`config.mk`:
```
export PLATFORM = sky130hd
export DESIGN_NAME = cch_host
export DESIGN_NICKNAME = d
export VERILOG_FILES = /design/src/rtl/cch_pkg.sv /design/src/rtl/cch_timer.sv /design/src/rtl/cch_host.sv
export SDC_FILE = /design/constraint.sdc
export NUM_CORES = 1
export LEC_CHECK = 0
export ABC_AREA = 0
export BUFFER_PORTS_ARGS = -buffer_cell sky130_fd_sc_hd__buf_2
export CORE_ASPECT_RATIO = 1.2
export CORE_MARGIN = 4
export CORE_UTILIZATION = 48
export DETAILED_ROUTE_END_ITERATION = 8
export PLACE_DENSITY_LB_ADDON = 0.05
export SLEW_MARGIN = 10
export SYNTH_ARGS = -nofsm -noshare
export SYNTH_HDL_FRONTEND = slang
export SYNTH_HIERARCHICAL = 1
export SYNTH_SLANG_ARGS = --single-unit
```
`constraint.sdc`:
```
create_clock -name CLK_SYS -period 4.2 [get_ports CLK_SYS]
set_input_delay 0.84 -clock CLK_SYS [delete_from_list [all_inputs] [get_ports CLK_SYS]]
set_output_delay 0.84 -clock CLK_SYS [all_outputs]
set_load 0.005 [all_outputs]
```
`src/rtl/cch_pkg.sv`:
```
// shared constants and carrier types of the cascade port controller
package cch_pkg;
	// data widths of the device pins and of the phase timer
	localparam int AC_W     = 13;        // address/control bus width
	localparam int DATA_W   = 32;        // data bus width
	localparam int RES_W    = 16;        // bank id plus active index width
	localparam int TMR_W    = 4;         // width of the phase timer
	// clock and strobe timing
	localparam int CLK_NS      = 8;      // system clock period
	localparam int T_SETUP_NS  = 10;     // pins stable before strobe falls
	localparam int T_LOW_NS    = 40;     // strobe low time
	localparam int T_HIGH_NS   = 20;     // strobe high recovery time
	localparam int T_SETTLE_NS = 30;     // match chain settling after rise
	localparam int T_OE_NS     = 20;     // output enable low before sampling
	// least times round up to whole cycles
	localparam logic [TMR_W-1:0] SETUP_CYC  = TMR_W'((T_SETUP_NS + CLK_NS - 1) / CLK_NS);
	localparam logic [TMR_W-1:0] LOW_CYC    = TMR_W'((T_LOW_NS + CLK_NS - 1) / CLK_NS);
	localparam logic [TMR_W-1:0] HIGH_CYC   = TMR_W'((T_HIGH_NS + CLK_NS - 1) / CLK_NS);
	localparam logic [TMR_W-1:0] SETTLE_CYC = TMR_W'((T_SETTLE_NS + CLK_NS - 1) / CLK_NS);
	localparam logic [TMR_W-1:0] OE_CYC     = TMR_W'((T_OE_NS + CLK_NS - 1) / CLK_NS);
	// reset values of pins and results
	localparam logic [RES_W-1:0]  RES_RST  = 16'hFFFF;     // result reads as mismatch
	localparam logic [DATA_W-1:0] DATA_RST = 32'h0000_0000; // cleared data

	// bus sequencer states, one-hot
	typedef enum logic [5:0] {
		ST_IDLE    = 6'h01,
		ST_SETUP   = 6'h02,
		ST_STROBE  = 6'h04,
		ST_RECOVER = 6'h08,
		ST_SETTLE  = 6'h10,
		ST_OE      = 6'h20
	} cch_state_e;

	// one user request
	typedef struct packed {
		logic              write;    // 1 = write cycle, 0 = read cycle
		logic              ctrl;     // 1 = control state or instruction
		logic              compare;  // cycle is a compare: resolve chain
		logic              sel_a;    // assert chip select a
		logic              sel_b;    // assert chip select b
		logic              data_segment_select;      // data segment select level
		logic [AC_W-1:0]   ac;       // address or control state
		logic              vb_n;     // validity on writes, low = valid
		logic [DATA_W-1:0] data;     // write data
	} cch_req_s;

	// one answer
	typedef struct packed {
		logic [DATA_W-1:0] data;     // read data
		logic              vb_n;     // read validity
		logic [RES_W-1:0]  result;   // bank id : active index
		logic              match_n;  // system match flag
		logic              multi_n;  // system multiple hit
		logic              full_n;   // system full flag
	} cch_rsp_s;
endpackage : cch_pkg

```
`src/rtl/cch_timer.sv`:
```
// down-counting phase timer of the bus sequencer
module cch_timer
	import cch_pkg::*;
(
	input  wire logic             clk,      // system clock
	input  wire logic             rst_n,    // async reset, active low
	input  wire logic             load,     // reload the count
	input  wire logic [TMR_W-1:0] load_val, // cycles of the new phase
	output logic                  done      // phase has run out
);
	logic [TMR_W-1:0] cnt_q;  // remaining cycles

	// reload on a phase change, else count down to one
	always_ff @(posedge clk or negedge rst_n) begin
		if (!rst_n) begin
			cnt_q <= '0;
		end else if (load) begin
			cnt_q <= load_val;
		end else if (cnt_q > TMR_W'(1)) begin
			cnt_q <= cnt_q - TMR_W'(1);
		end
	end

	// last cycle of the phase
	assign done = (cnt_q <= TMR_W'(1));
endmodule : cch_timer

```
`src/rtl/cch_host.sv`:
```
// host controller driving the cam control bus and reading the cascade flags
module cch_host
	import cch_pkg::*;
(
	input  wire logic              CLK_SYS,      // system clock, 125 MHz
	input  wire logic              RESETN,       // async reset, active low
	input  wire logic              REQ_VALID,    // user request present
	output logic                   REQ_READY,    // request taken this cycle
	input  wire cch_req_s          REQ,          // request fields
	output logic                   RSP_VALID,    // answer pulse
	output cch_rsp_s               RSP,          // answer fields
	output logic                   ENABLE_N,     // enable strobe to device
	output logic                   W_N,          // write enable, low = write
	output logic                   SELECT_A_N,   // chip select a
	output logic                   SELECT_B_N,   // chip select b
	output logic                   ADDR_QUALIFIER_N, // low memory, high control
	output logic                   DATA_SEGMENT_SELECT, // segment select
	output logic [AC_W-1:0]        ADDR_CTRL_BUS, // address or control state
	output logic                   OUTPUT_EN_N,  // result output enable
	input  wire logic              VALID_BIT_I_N, // validity line level in
	output logic                   VALID_BIT_O_N, // validity line drive value
	output logic                   VALID_BIT_OE_N, // low while host drives it
	input  wire logic [DATA_W-1:0] DATA_I,       // data bus in
	output logic [DATA_W-1:0]      DATA_O,       // data bus drive value
	output logic                   DATA_OE_N,    // low while host drives data
	input  wire logic [RES_W-1:0]  RESULT_IN,    // bank id : active index
	input  wire logic              MATCH_FLAG_N, // lowest device match flag
	input  wire logic              MULTI_HIT_N,  // wired multiple hit line
	input  wire logic              FULL_FLAG_N   // lowest device full flag
);
	cch_state_e       state_q;     // sequencer state
	cch_state_e       state_d;     // next sequencer state
	cch_req_s         req_q;       // request under way
	cch_rsp_s         rsp_q;       // answer being gathered
	logic             rsp_vld_q;   // answer pulse
	logic             tmr_done;    // current phase ran out
	logic             tmr_load;    // phase changes this cycle
	logic [TMR_W-1:0] tmr_val;     // length of the next phase
	logic             drive_q;     // host owns data and validity lines
	logic             e_n_q;       // strobe register
	logic             oe_n_q;      // output enable register

	// phase timer shared by all timed states
	cch_timer u_timer (
		.clk      (CLK_SYS),
		.rst_n    (RESETN),
		.load     (tmr_load),
		.load_val (tmr_val),
		.done     (tmr_done)
	);

	// accept only when idle
	assign REQ_READY = (state_q == ST_IDLE);

	// next state of the bus sequencer
	always_comb begin
		state_d = state_q;
		unique case (state_q)
			ST_IDLE: begin
				if (REQ_VALID) begin
					state_d = ST_SETUP;
				end
			end
			ST_SETUP: begin
				if (tmr_done) begin
					state_d = ST_STROBE;
				end
			end
			ST_STROBE: begin
				if (tmr_done) begin
					state_d = ST_RECOVER;
				end
			end
			ST_RECOVER: begin
				if (tmr_done) begin
					// compares wait for the chain, others finish
					state_d = req_q.compare ? ST_SETTLE : ST_IDLE;
				end
			end
			ST_SETTLE: begin
				if (tmr_done) begin
					state_d = ST_OE;
				end
			end
			ST_OE: begin
				if (tmr_done) begin
					state_d = ST_IDLE;
				end
			end
		endcase
	end

	// phase length lookup for the timer
	always_comb begin
		tmr_load = (state_d != state_q);
		unique case (state_d)
			ST_SETUP:   tmr_val = SETUP_CYC;
			ST_STROBE:  tmr_val = LOW_CYC;
			ST_RECOVER: tmr_val = HIGH_CYC;
			ST_SETTLE:  tmr_val = SETTLE_CYC;
			ST_OE:      tmr_val = OE_CYC;
			default:    tmr_val = TMR_W'(1); // idle, unused
		endcase
	end

	// state register
	always_ff @(posedge CLK_SYS or negedge RESETN) begin
		if (!RESETN) begin
			state_q <= ST_IDLE;
		end else begin
			state_q <= state_d;
		end
	end

	// hold the request for the whole cycle
	always_ff @(posedge CLK_SYS or negedge RESETN) begin
		if (!RESETN) begin
			req_q <= '0;
		end else if (REQ_VALID && REQ_READY) begin
			req_q <= REQ;
		end
	end

	// control pins, steady from setup to the end of recovery
	always_ff @(posedge CLK_SYS or negedge RESETN) begin
		if (!RESETN) begin
			W_N                 <= 1'b1;
			SELECT_A_N          <= 1'b1;
			SELECT_B_N          <= 1'b1;
			ADDR_QUALIFIER_N    <= 1'b0;
			DATA_SEGMENT_SELECT <= 1'b0;
			ADDR_CTRL_BUS       <= '0;
			VALID_BIT_O_N       <= 1'b1;
			DATA_O              <= DATA_RST;
		end else if (REQ_VALID && REQ_READY) begin
			W_N                 <= ~REQ.write;
			SELECT_A_N          <= ~REQ.sel_a;
			SELECT_B_N          <= ~REQ.sel_b;
			// high carries a control state, or an instruction in software mode
			ADDR_QUALIFIER_N    <= REQ.ctrl;
			DATA_SEGMENT_SELECT <= REQ.data_segment_select;
			ADDR_CTRL_BUS       <= REQ.ac;
			VALID_BIT_O_N       <= REQ.vb_n;
			DATA_O              <= REQ.data;
		end
	end

	// strobe, output enable and bus ownership
	always_ff @(posedge CLK_SYS or negedge RESETN) begin
		if (!RESETN) begin
			e_n_q   <= 1'b1;
			oe_n_q  <= 1'b1;
			drive_q <= 1'b0;
		end else begin
			e_n_q   <= (state_d != ST_STROBE);
			// compares enable results only once the match chain has settled,
			// plain cycles enable the accessed address during recovery
			oe_n_q  <= !((state_d == ST_OE)
				|| ((state_d == ST_RECOVER) && !req_q.compare));
			// writes own the data lines from setup through strobe low
			drive_q <= ((state_d == ST_SETUP) || (state_d == ST_STROBE))
				&& (REQ_READY ? REQ.write : req_q.write);
		end
	end

	assign ENABLE_N       = e_n_q;
	assign OUTPUT_EN_N    = oe_n_q;
	assign DATA_OE_N      = ~drive_q;
	assign VALID_BIT_OE_N = ~drive_q;

	// gather answer fields
	always_ff @(posedge CLK_SYS or negedge RESETN) begin
		if (!RESETN) begin
			rsp_q <= '{data: DATA_RST, vb_n: 1'b1, result: RES_RST,
				match_n: 1'b1, multi_n: 1'b1, full_n: 1'b1};
		end else begin
			// read data and validity taken at the end of strobe low
			if ((state_q == ST_STROBE) && tmr_done && !req_q.write) begin
				rsp_q.data <= DATA_I;
				rsp_q.vb_n <= VALID_BIT_I_N;
			end
			// accessed address flows once the strobe is high again
			if ((state_q == ST_RECOVER) && tmr_done && !req_q.compare) begin
				rsp_q.result <= RESULT_IN;
				rsp_q.full_n <= FULL_FLAG_N;
			end
			// compare result read with output enable low
			if ((state_q == ST_OE) && tmr_done) begin
				rsp_q.result  <= RESULT_IN;
				rsp_q.match_n <= MATCH_FLAG_N;
				rsp_q.multi_n <= MULTI_HIT_N;
				rsp_q.full_n  <= FULL_FLAG_N;
			end
		end
	end

	// answer pulse at the end of the last phase
	always_ff @(posedge CLK_SYS or negedge RESETN) begin
		if (!RESETN) begin
			rsp_vld_q <= 1'b0;
		end else begin
			rsp_vld_q <= ((state_q == ST_RECOVER) && tmr_done && !req_q.compare)
				|| ((state_q == ST_OE) && tmr_done);
		end
	end

	assign RSP_VALID = rsp_vld_q;
	assign RSP       = rsp_q;
endmodule : cch_host

```
* Word-level counts from Yosys, hierarchy flattened
Cells that the tools add are included.
** Word-level totals
- Memories kept :: 0
- ROM bits :: 0
- Input bits :: 107
- Bits in latches :: 0
- Bits in writable memories :: 0
- Logic and storage cells :: 74
- Output and inout bits :: 109
- Register bits :: 119
** Operators by class
- Order comparisons :: 2
- Div/mod/pow operators :: 0
- Add/sub/neg operators :: 1
- Multiplexer cells :: 15
- Reductions and logical operators :: 17
- Equality and inequality tests :: 13
- Bitwise operators :: 4
- $mul :: 0
- Shift operators :: 0
** Operator list (number)
- $mux 6 :: 6
- $pmux 6 s6 :: 1
- $mux 19 :: 1
- $mux 16 :: 1
- $eq 6x2->1 const B :: 2
- $eq 6x3->1 const B :: 2
- $eq 6x4->1 const B :: 2
- $eq 6x5->1 const B :: 2
- $eq 6x6->1 const B :: 2
- $pmux 3 s4 :: 1
- $logic_and 1x1->1 :: 8
- $mux 4 :: 2
- $eq 6x1->1 const B :: 1
- $ne 6x3->1 const B :: 1
- $ne 6x6->1 :: 1
- $mux 5 :: 1
- $gt 4x1->1 const B :: 1
- $le 4x1->1 const B :: 1
- $not 1->1 :: 4
- $reduce_bool 2->1 :: 2
- $sub 4x1->4 const B :: 1
- $logic_not 1->1 :: 3
- $logic_or 1x1->1 :: 3
- $mux 1 :: 2
- $reduce_or 2->1 :: 1

* Longest topological paths before layout
Gate-level depths: netlist (run 1).
- Word-level depth :: 7
- Gate-level depth with buffers :: 12
- Gate-level depth less buffers :: 12

* Modules after synthesis
The synthesis (run 1) kept the hierarchy.
** By module, submodules not included
- cch_host :: sequential area each 2911.5 sq um, cells each 316, instances 1, area each 4834.6 sq um
- cch_timer :: sequential area each 100.1 sq um, cells each 28, instances 1, area each 267.8 sq um

* Worst setup path before layout (run 1)
Ideal clock, no wire load.
- Path kind :: register -> register
- Start point :: reg u_timer.cnt_q[0]
- End point :: reg u_timer.cnt_q[0]
- Clock period less this slack :: 2.924 ns
- Stages on the path, launching flop included :: 13
- Path buffers :: 0
- Data required time :: 4.106 ns
- Arrival time :: 2.830 ns
- Library setup time :: 0.094 ns
- Slack :: 1.276 ns
- Cells stage by stage :: dfrtp_1 > inv_1 > ha_1 > nor2_1 > nor3_1 > or4bb_1 > o2bb2ai_2 > a21o_1 > nor4_1 > nand3_1 > and2_1 > inv_1 > a221oi_2
** On the way
- Word-level cells in the longest chain between the ends :: 7
** Ends and longest elaborated chain
- start, declared :: line cch_timer.sv:11 : logic [TMR_W-1:0] cnt_q;
- start signal, assigned :: line cch_timer.sv:18 : cnt_q <= load_val;
- start signal, assigned :: line cch_timer.sv:20 : cnt_q <= cnt_q - TMR_W'(1);
- $le 4x1->1 * :: line cch_timer.sv:25 : assign done = (cnt_q <= TMR_W'(1));
- named net tmr_done :: line cch_host.sv:36 : logic tmr_done;
- $mux 6, on equally long branches
- $pmux 6 s6 * :: line cch_host.sv:58 : unique case (state_q)
- named net state_d[0] :: line cch_host.sv:32 : cch_state_e state_d;
- $eq 6x6->1 / $eq 6x4->1 (equally long branches) :: line cch_host.sv:96 : unique case (state_d)
- $reduce_or 2->1 (no source line)
- $pmux 3 s4 * :: line cch_host.sv:96
- named net tmr_val[0] :: line cch_host.sv:38 : logic [TMR_W-1:0] tmr_val;
- $mux 4 * :: line cch_timer.sv:17 : end else if (load) begin
The timed path passes the listed nets; every way through them passes the cells marked *. The select of a mux whose other input is x is not followed.
A chain may end at the register's enable or synchronous reset.

* Worst setup path after layout (run 1)
Same ends and word-level chain as after synthesis.

==> results of run 1 <==
layout make-up:
| class | count | area [µm²] |
|---|---|---|
| fill | 822 | 3382 |
| timing repair buffer | 219 | 1121 |
| inverter | 7 | 26.28 |
| clock inverter | 8 | 92.59 |
| clock buffer | 24 | 511.7 |
| tap | 126 | 157.7 |
| multi-input combinational | 197 | 1907 |
| sequential | 119 | 3012 |
power groups by stage:
stage / Sequential (mW) / Combinational [mW] / Clock, mW
2_1_floorplan: 1.79 / 0.834 / 0
3_3_place_gp: 1.79 / 1.34 / 0
3_5_place_dp: 1.80 / 1.38 / 0
4_1_cts: 1.79 / 1.38 / 1.48
5_1_grt: 1.83 / 1.50 / 1.53
6_report: 1.79 / 1.36 / 1.44
layer usage:
metal	up-vias	part of all wire	global-route usage
li1	1651	-	-
met1	1687	0.39	0.2216
met2	171	0.48	0.3081
met3	17	0.11	0.08971
met4	0	0.019	0.08203
met5	-	0	0
path summary, 6_finish.rpt:
check	from	endpoint	slack (ns)	cells after the start
min	W_N	W_N	0.48	2
max	u_timer/cnt_q[0]	u_timer/cnt_q[0]	1.21	14
max reg2reg	u_timer/cnt_q[0]	u_timer/cnt_q[0]	1.21	14
min reg2reg	W_N	W_N	0.48	2
max in group asynchronous	RESETN	RSP[19]	2.84	2
min in group asynchronous	RESETN	RSP[25]	0.52	1
Yosys cell counts (all sizes together) (2+ instances only):
library cell	n	area share
ha	2	0.0049
o2bb2ai	2	0.0047
nand2	14	0.010
o211a	2	0.0039
nor4	4	0.0061
dfrtp	92	0.45
or3	3	0.0037
o21a	2	0.0029
nand2b	5	0.0061
and2	2	0.0025
o211ai	2	0.0029
nor3	5	0.0059
dfstp	27	0.14
a21bo	2	0.0039
nor2	5	0.0037
o22ai	2	0.0025
inv	7	0.0052
o31ai	2	0.0039
nand3b	2	0.0029
and3b	2	0.0034
nand3	2	0.0020
nor2b	2	0.0025
xor2	2	0.0034
buf	15	0.027
clkbuf	6	0.0047
o21ai	11	0.011
mux2	103	0.25
cells in the final DEF (no fill, tap or decap), types with 3 or more instances in the layout:
| master | count |
|---|---|
| inv_1 | 7 |
| dfstp_2 | 27 |
| nand2_1 | 13 |
| dfrtp_1 | 92 |
| nand2b_1 | 5 |
| buf_4 | 4 |
| nor4_1 | 3 |
| mux2_2 | 73 |
| o21ai_0 | 10 |
| nor2_1 | 5 |
| buf_2 | 214 |
| clkinv_2 | 5 |
| nor3_1 | 4 |
| clkbuf_8 | 6 |
| mux2_4 | 30 |
| clkbuf_16 | 17 |
logic make-up after synthesis:
| kind of cell | Yosys count |
|---|---|
| fa+ha+maj | 2 |
| flops | 119 |
| compound gates | 34 |
| simple gates | 53 |
| xor+xnor | 3 |
| mux | 104 |
| buf+inv | 28 |
| other cells | 1 |
critical path, stage by stage, from the launching register on:
cell	delay [ns]
dfrtp_1	0.43
inv_1	0.08
ha_1	0.18
nor2_1	0.09
nor3_1	0.14
buf_4	0.25
or4bb_1	0.52
o2bb2ai_2	0.15
buf_4	0.28
a21o_1	0.15
nor4_1	0.06
nand3_1	0.12
and2_1	0.14
inv_1	0.05
a221oi_2	0.26
state kept, by name, indices dropped and copies added (netlist names), 2 cells and up:
name           count
ADDR_CTRL_BUS     13
DATA_O            32
RSP               52
req_q              2
state_q            6
u_timer/cnt_q      4
stage by stage:
step             util  cells
6_report       0.6688    700
5_1_grt        0.6688    700
4_1_cts        0.6688    700
3_5_place_dp   0.6096    668
3_3_place_gp   0.6096    668
2_1_floorplan       -    344
==> summary.md, run 1 <==
| Metric | Value |
|---|---|
| Status | `complete, no violations` |
| Slew headroom | `0.2968` |
| Internal power | `roughly 3.3 mW` |
| DPL Wire Length | `~8.8 mm` |
| Initial DRC count | `~170` |
| Comb pwr share | `0.297` |
| Pre-CTS WS | `approximately 1.2 ns` |
| # H-tree levels | `4` |
| Row cnt | `40` |
| Final setup fails | `0` |
| Pre-antenna DRT Iters | `4` |
| Final Hold Vio Count | `0` |
| Port Buf Inserts | `215` |
| Area Overhead vs Synth | `33.82%` |
| Routed wire length per instance | `~17 µm` |
| Design Area, Final | `between 0.006 and 0.007 mm²` |
| Post-CTS Setup Inserts | `0` |
| Sw Ratio | `0.2800` |
| Post-synthesis area per instance | `14.83 µm²` |
| RSZ-0062 raised after global routing | `no` |
| Pin count of the biggest net entering global routing | `63` |
| Least-Margin Pin Slew | `between 1 and 1.5 ns` |
| CTS clk-pin slew, worst paths | `roughly 0.05 ns` |
| Post-DP Area | `0.006223 mm²` |
| WP data required | `~4.5 ns` |
| Hold Slack | `0.4804 ns` |
| Core ar. | `0.01021 mm²` |
| Layout cells sized above 1 | `0.6812` |
| Peak Freq | `334.6 MHz` |
| CTS resizes | `0` |
| Via Count | `3526` |
| Synthesized Nets | `between 400 and 500` |
| CTS sink cnt | `approximately 120` |
| XOR/XNOR Fraction of Synth Area | `0.005150` |
| Seq pwr share | `0.389` |
| Sequential share of the synthesized area | `0.5902` |
| Post-synthesis simple-gate area fraction | `0.05983` |
| Die width | `roughly 100 µm` |
| Initial cell density of the core | `0.4998` |
| First-pass GRT wire length | `between 15 and 20 mm` |
| Die height | `~120 µm` |
| Top FF cell, synth | `dfrtp_1` |
| Worst setup margin | `roughly 1.2 ns` |
| P_leak | `3.751 nW` |
| Layout Skew | `about 0.0071 ns` |
| Grt total ovfl | `0` |
| Die ar. | `0.01235 mm²` |
| Setup CP Type | `flip-flop to flip-flop` |
| Clk pwr share | `0.314` |
| Asr flop ratio synth | `1.000` |
| Initial antenna violation count | `0` |
| Synth Cell Area | `between 0.005 and 0.006 mm²` |
| Max FO, Critical Path | `19` |
| Setup_tns | `0 ns` |
| DRC viols | `0` |
| Clk root buf | `clkbuf_16` |
| Remaining antenna violation count | `0` |
| Antenna cells | `0` |
| # Max-Cap Violations | `0` |
| Mux contribution to synthesized area | `0.2513` |
| Crit end category | `flip-flop` |
| CP startpoint kind | `flip-flop` |
| Io pins | `216` |
| Fin crit period | `2.989 ns` |
| CTS tree | `done` |
| Number of global-route vias before repair | `about 3800` |
| Drt total wl | `11.86 mm` |
| Largest family of logic cells by synthesized area | `multiplexers` |
| Distinct cells, synth | `between 50 and 60` |
| Yosys warns | `6` |
| Yosys reg bits | `between 100 and 150` |
| Total GRT Usage | `0.1932` |
| Psw | `around 1.3 mW` |
| Period utilization | `0.7116` |
| Clock latency on the worst-skew pair | `approximately 0.40 ns` |
| HP Class | `flip-flop to flip-flop` |
| # hold bufs at CTS | `0` |
| Adder-cell share of the synthesized area | `0.004904` |
| Slew Viols, Final | `0` |
| CTS Buf Count | `17` |
| Nets | `between 600 and 700` |
| Crit path DAT | `between 3 and 4 ns` |
| VDD IR max | `0.3012 mV` |
| Post-synthesis compound-gate area fraction | `0.05101` |
| Mapped Cells | `between 300 and 400` |
| Gpl congestion | `about 0.86` |
| Power consumption | `approximately 4.6 mW` |
| DR vias/cell | `about 5.0` |
| Post-synth EDFFs | `0` |
| Cell Pwr Density | `672.7 mW/mm²` |
| Clock Path Buffers | `2` |
Power figures use the tool's default switching activity.
==> inputs of run 2 (changes only) <==
==> constraint.sdc (replaced) <==
create_clock -name CLK_SYS -period 3 [get_ports CLK_SYS]
set_input_delay 0.6 -clock CLK_SYS [delete_from_list [all_inputs] [get_ports CLK_SYS]]
set_output_delay 0.6 -clock CLK_SYS [all_outputs]
set_load 0.005 [all_outputs]
==> summary.md, run 2 (synthesized netlist as in run 1, its figures left out) <==
| Metric | Value |
|---|---|
| DRC viols | `0 (unchanged)` |
| Layout cells sized above 1 | `0.6753 (was 0.6812)` |
| # hold bufs at CTS | `0 (unchanged)` |
| DR vias/cell | `4.986 (was 5.037)` |
| # H-tree levels | `4 (unchanged)` |
| Clock Path Buffers | `2 (unchanged)` |
| P_leak | `3.755 nW (was 3.751 nW)` |
| Core ar. | `0.01021 mm² (unchanged)` |
| Design Area, Final | `0.006834 mm² (was 0.006828 mm²)` |
| Gpl congestion | `0.8526 (was 0.8607)` |
| CP peak stage delay | `0.52 ns (about the same)` |
| Max FO, Critical Path | `19 (unchanged)` |
| Hold Slack | `0.05176 ns (was 0.4804 ns)` |
| CTS Buf Count | `17 (unchanged)` |
| Slowest CP cell | `or4bb_1 (unchanged)` |
| Peak Freq | `372.9 MHz (was 334.6 MHz)` |
| Row cnt | `40 (unchanged)` |
| Area Overhead vs Synth | `33.94% (was 33.82%)` |
| Routed wire length per instance | `16.95 µm (was 16.94 µm)` |
| Setup CP Type | `flip-flop to flip-flop (unchanged)` |
| CTS tree | `done (unchanged)` |
| Die ar. | `0.01235 mm² (unchanged)` |
| Final setup fails | `0 (unchanged)` |
| Post-DP Area | `0.006261 mm² (was 0.006223 mm²)` |
| Fin crit period | `2.681 ns (was 2.989 ns)` |
| Pre-CTS WS | `0.3529 ns (was 1.246 ns)` |
| Crit path DAT | `2.98 ns (was 3.30 ns)` |
| Crit end category | `flip-flop (unchanged)` |
| Fillers | `777 (was 822)` |
| Grt total ovfl | `0 (unchanged)` |
| Clk root buf | `clkbuf_16 (unchanged)` |
| CTS clk-pin slew, worst paths | `0.05 ns (about the same)` |
| Post-CTS Setup Inserts | `0 (unchanged)` |
| Initial cell density of the core | `0.4998 (unchanged)` |
| Setup_tns | `0 ns (unchanged)` |
| Most common cell after layout, fill and taps aside | `buf_2 (unchanged)` |
| Flop2flop setup slack | `0.32 ns (was 1.21 ns)` |
| Period utilization | `0.8938 (was 0.7116)` |
| Layout Skew | `0.008311 ns (was 0.007131 ns)` |
| Nets | `675 (was 670)` |
| Via Count | `3520 (was 3526)` |
| Slew Viols, Final | `0 (unchanged)` |
| Cell Pwr Density | `929.9 mW/mm² (was 672.7 mW/mm²)` |
| VDD IR max | `0.3918 mV (was 0.3012 mV)` |
| Largest register FFs | `52 (unchanged)` |
| Number of global-route vias before repair | `3686 (was 3839)` |
| Placed Cells | `673 (was 668)` |
| Worst path most repeated cell | `inv_1` |
| Worst path cell trace | `inv_1 -> ha_1 -> nor2_1 -> nor3_1 -> buf_4 -> or4bb_1 -> o2bb2ai_2 -> a21o_1 -> nor4_1 -> nand3_1 -> and2_1 -> inv_1 -> a221oi_2 (was inv_1 -> ha_1 -> nor2_1 -> nor3_1 -> buf_4 -> or4bb_1 -> o2bb2ai_2 -> buf_4 -> a21o_1 -> nor4_1 -> nand3_1 -> and2_1 -> inv_1 -> a221oi_2)` |
| Least-Margin Pin Slew | `0.6574 ns (was 1.055 ns)` |
| RSZ-0062 raised after global routing | `no (unchanged)` |
| Final Hold Vio Count | `0 (unchanged)` |
| Die height | `120.9 µm (unchanged)` |
| Clock latency on the worst-skew pair | `0.40 ns (about the same)` |
| DPL Wire Length | `8.760 mm (was 8.774 mm)` |
| Commonest cells after routing, fill and taps aside | `buf_2 (214), dfrtp_1 (92), mux2_2 (73), mux2_4 (30), dfstp_2 (27) (unchanged)` |
| Drt total wl | `11.97 mm (was 11.86 mm)` |
| Slew headroom | `0.5618 (was 0.2968)` |
| First-pass GRT wire length | `18.42 mm (was 18.44 mm)` |
| Total GRT Usage | `0.1941 (was 0.1932)` |
| Io pins | `216 (unchanged)` |
| Initial DRC count | `138 (was 167)` |
| Status | `complete, no violations (unchanged)` |
| Initial antenna violation count | `1 (was 0)` |
| Pre-antenna DRT Iters | `4 (unchanged)` |
| CP startpoint kind | `flip-flop (unchanged)` |
| Fin cells | `706 (was 700)` |
| Pin count of the biggest net entering global routing | `66 (was 63)` |
| Worst setup margin | `0.3185 ns (was 1.211 ns)` |
| CTS resizes | `0 (unchanged)` |
| Port Buf Inserts | `215 (unchanged)` |
| # Max-Cap Violations | `0 (unchanged)` |
| HP Class | `input port to asynchronous set/reset pin (was flip-flop to flip-flop)` |
| CTS sink cnt | `119 (unchanged)` |
| WP data required | `3.30 ns (was 4.51 ns)` |
| Remaining antenna violation count | `0 (unchanged)` |
| Die width | `102.1 µm (unchanged)` |
run 2: worst paths after layout:
| kind | to | startpoint | cells after the start |
|---|---|---|---|
| worst min register to register | SELECT_A_N | SELECT_A_N | 2 |
| min in group CLK_SYS | SELECT_B_N | REQ[47] | 2 |
| worst max register to register | u_timer/cnt_q[0] | u_timer/cnt_q[0] | 13 |
| worst min-delay path | ADDR_CTRL_BUS[0] | RESETN | 1 |
| worst max-delay path | u_timer/cnt_q[0] | u_timer/cnt_q[0] | 13 |
| max in group asynchronous | RSP[8] | RESETN | 2 |
run 2: layout make-up:
cell class                      instances  area (µm²)  share of cell area
Tap cell                              126       157.7             0.02307
Inverter                                7       26.28            0.003845
Sequential cell                       119        3012              0.4407
Antenna cell                            1       2.502           0.0003662
Clock inverter                          3       40.04            0.005859
Timing Repair Buffer                  224        1159              0.1695
Multi-Input combinational cell        197        1907              0.2790
Clock buffer                           29       530.5             0.07763
run 2: per-stage QoR:
stage / utilization / power [mW]
6_report: 0.6694 / 6.355
5_1_grt: 0.6694 / 6.754
2_1_floorplan: - / 3.671
4_1_cts: 0.6691 / 6.432
3_3_place_gp: 0.6132 / 4.418
3_5_place_dp: 0.6132 / 4.479
run 2: report_power, final:
part	internal (mW)	total, mW	switching [mW]
registers	2.18	2.50	0.315
clock network	1.27	1.91	0.646
logic	1.13	1.94	0.814
run 2: metal layers:
| layer | routed length, µm | vias up | global-route usage |
|---|---|---|---|
| met2 | 5778 | 164 | 0.3098 |
| met5 | 0 | - | 0 |
| li1 | - | 1664 | - |
| met4 | 263 | 0 | 0.08368 |
| met3 | 1249 | 17 | 0.07878 |
| met1 | 4677 | 1675 | 0.2294 |
run 2: worst max-delay path, delay by kind of cell, from the launching register on:
kind,cells,cell delay [ns]
adders and majority gates,1,0.18
buffers and inverters,3,0.38
and+or+nand+nor,6,1.05
AOI/OAI and AO/OA,3,0.55
DFF,1,0.43
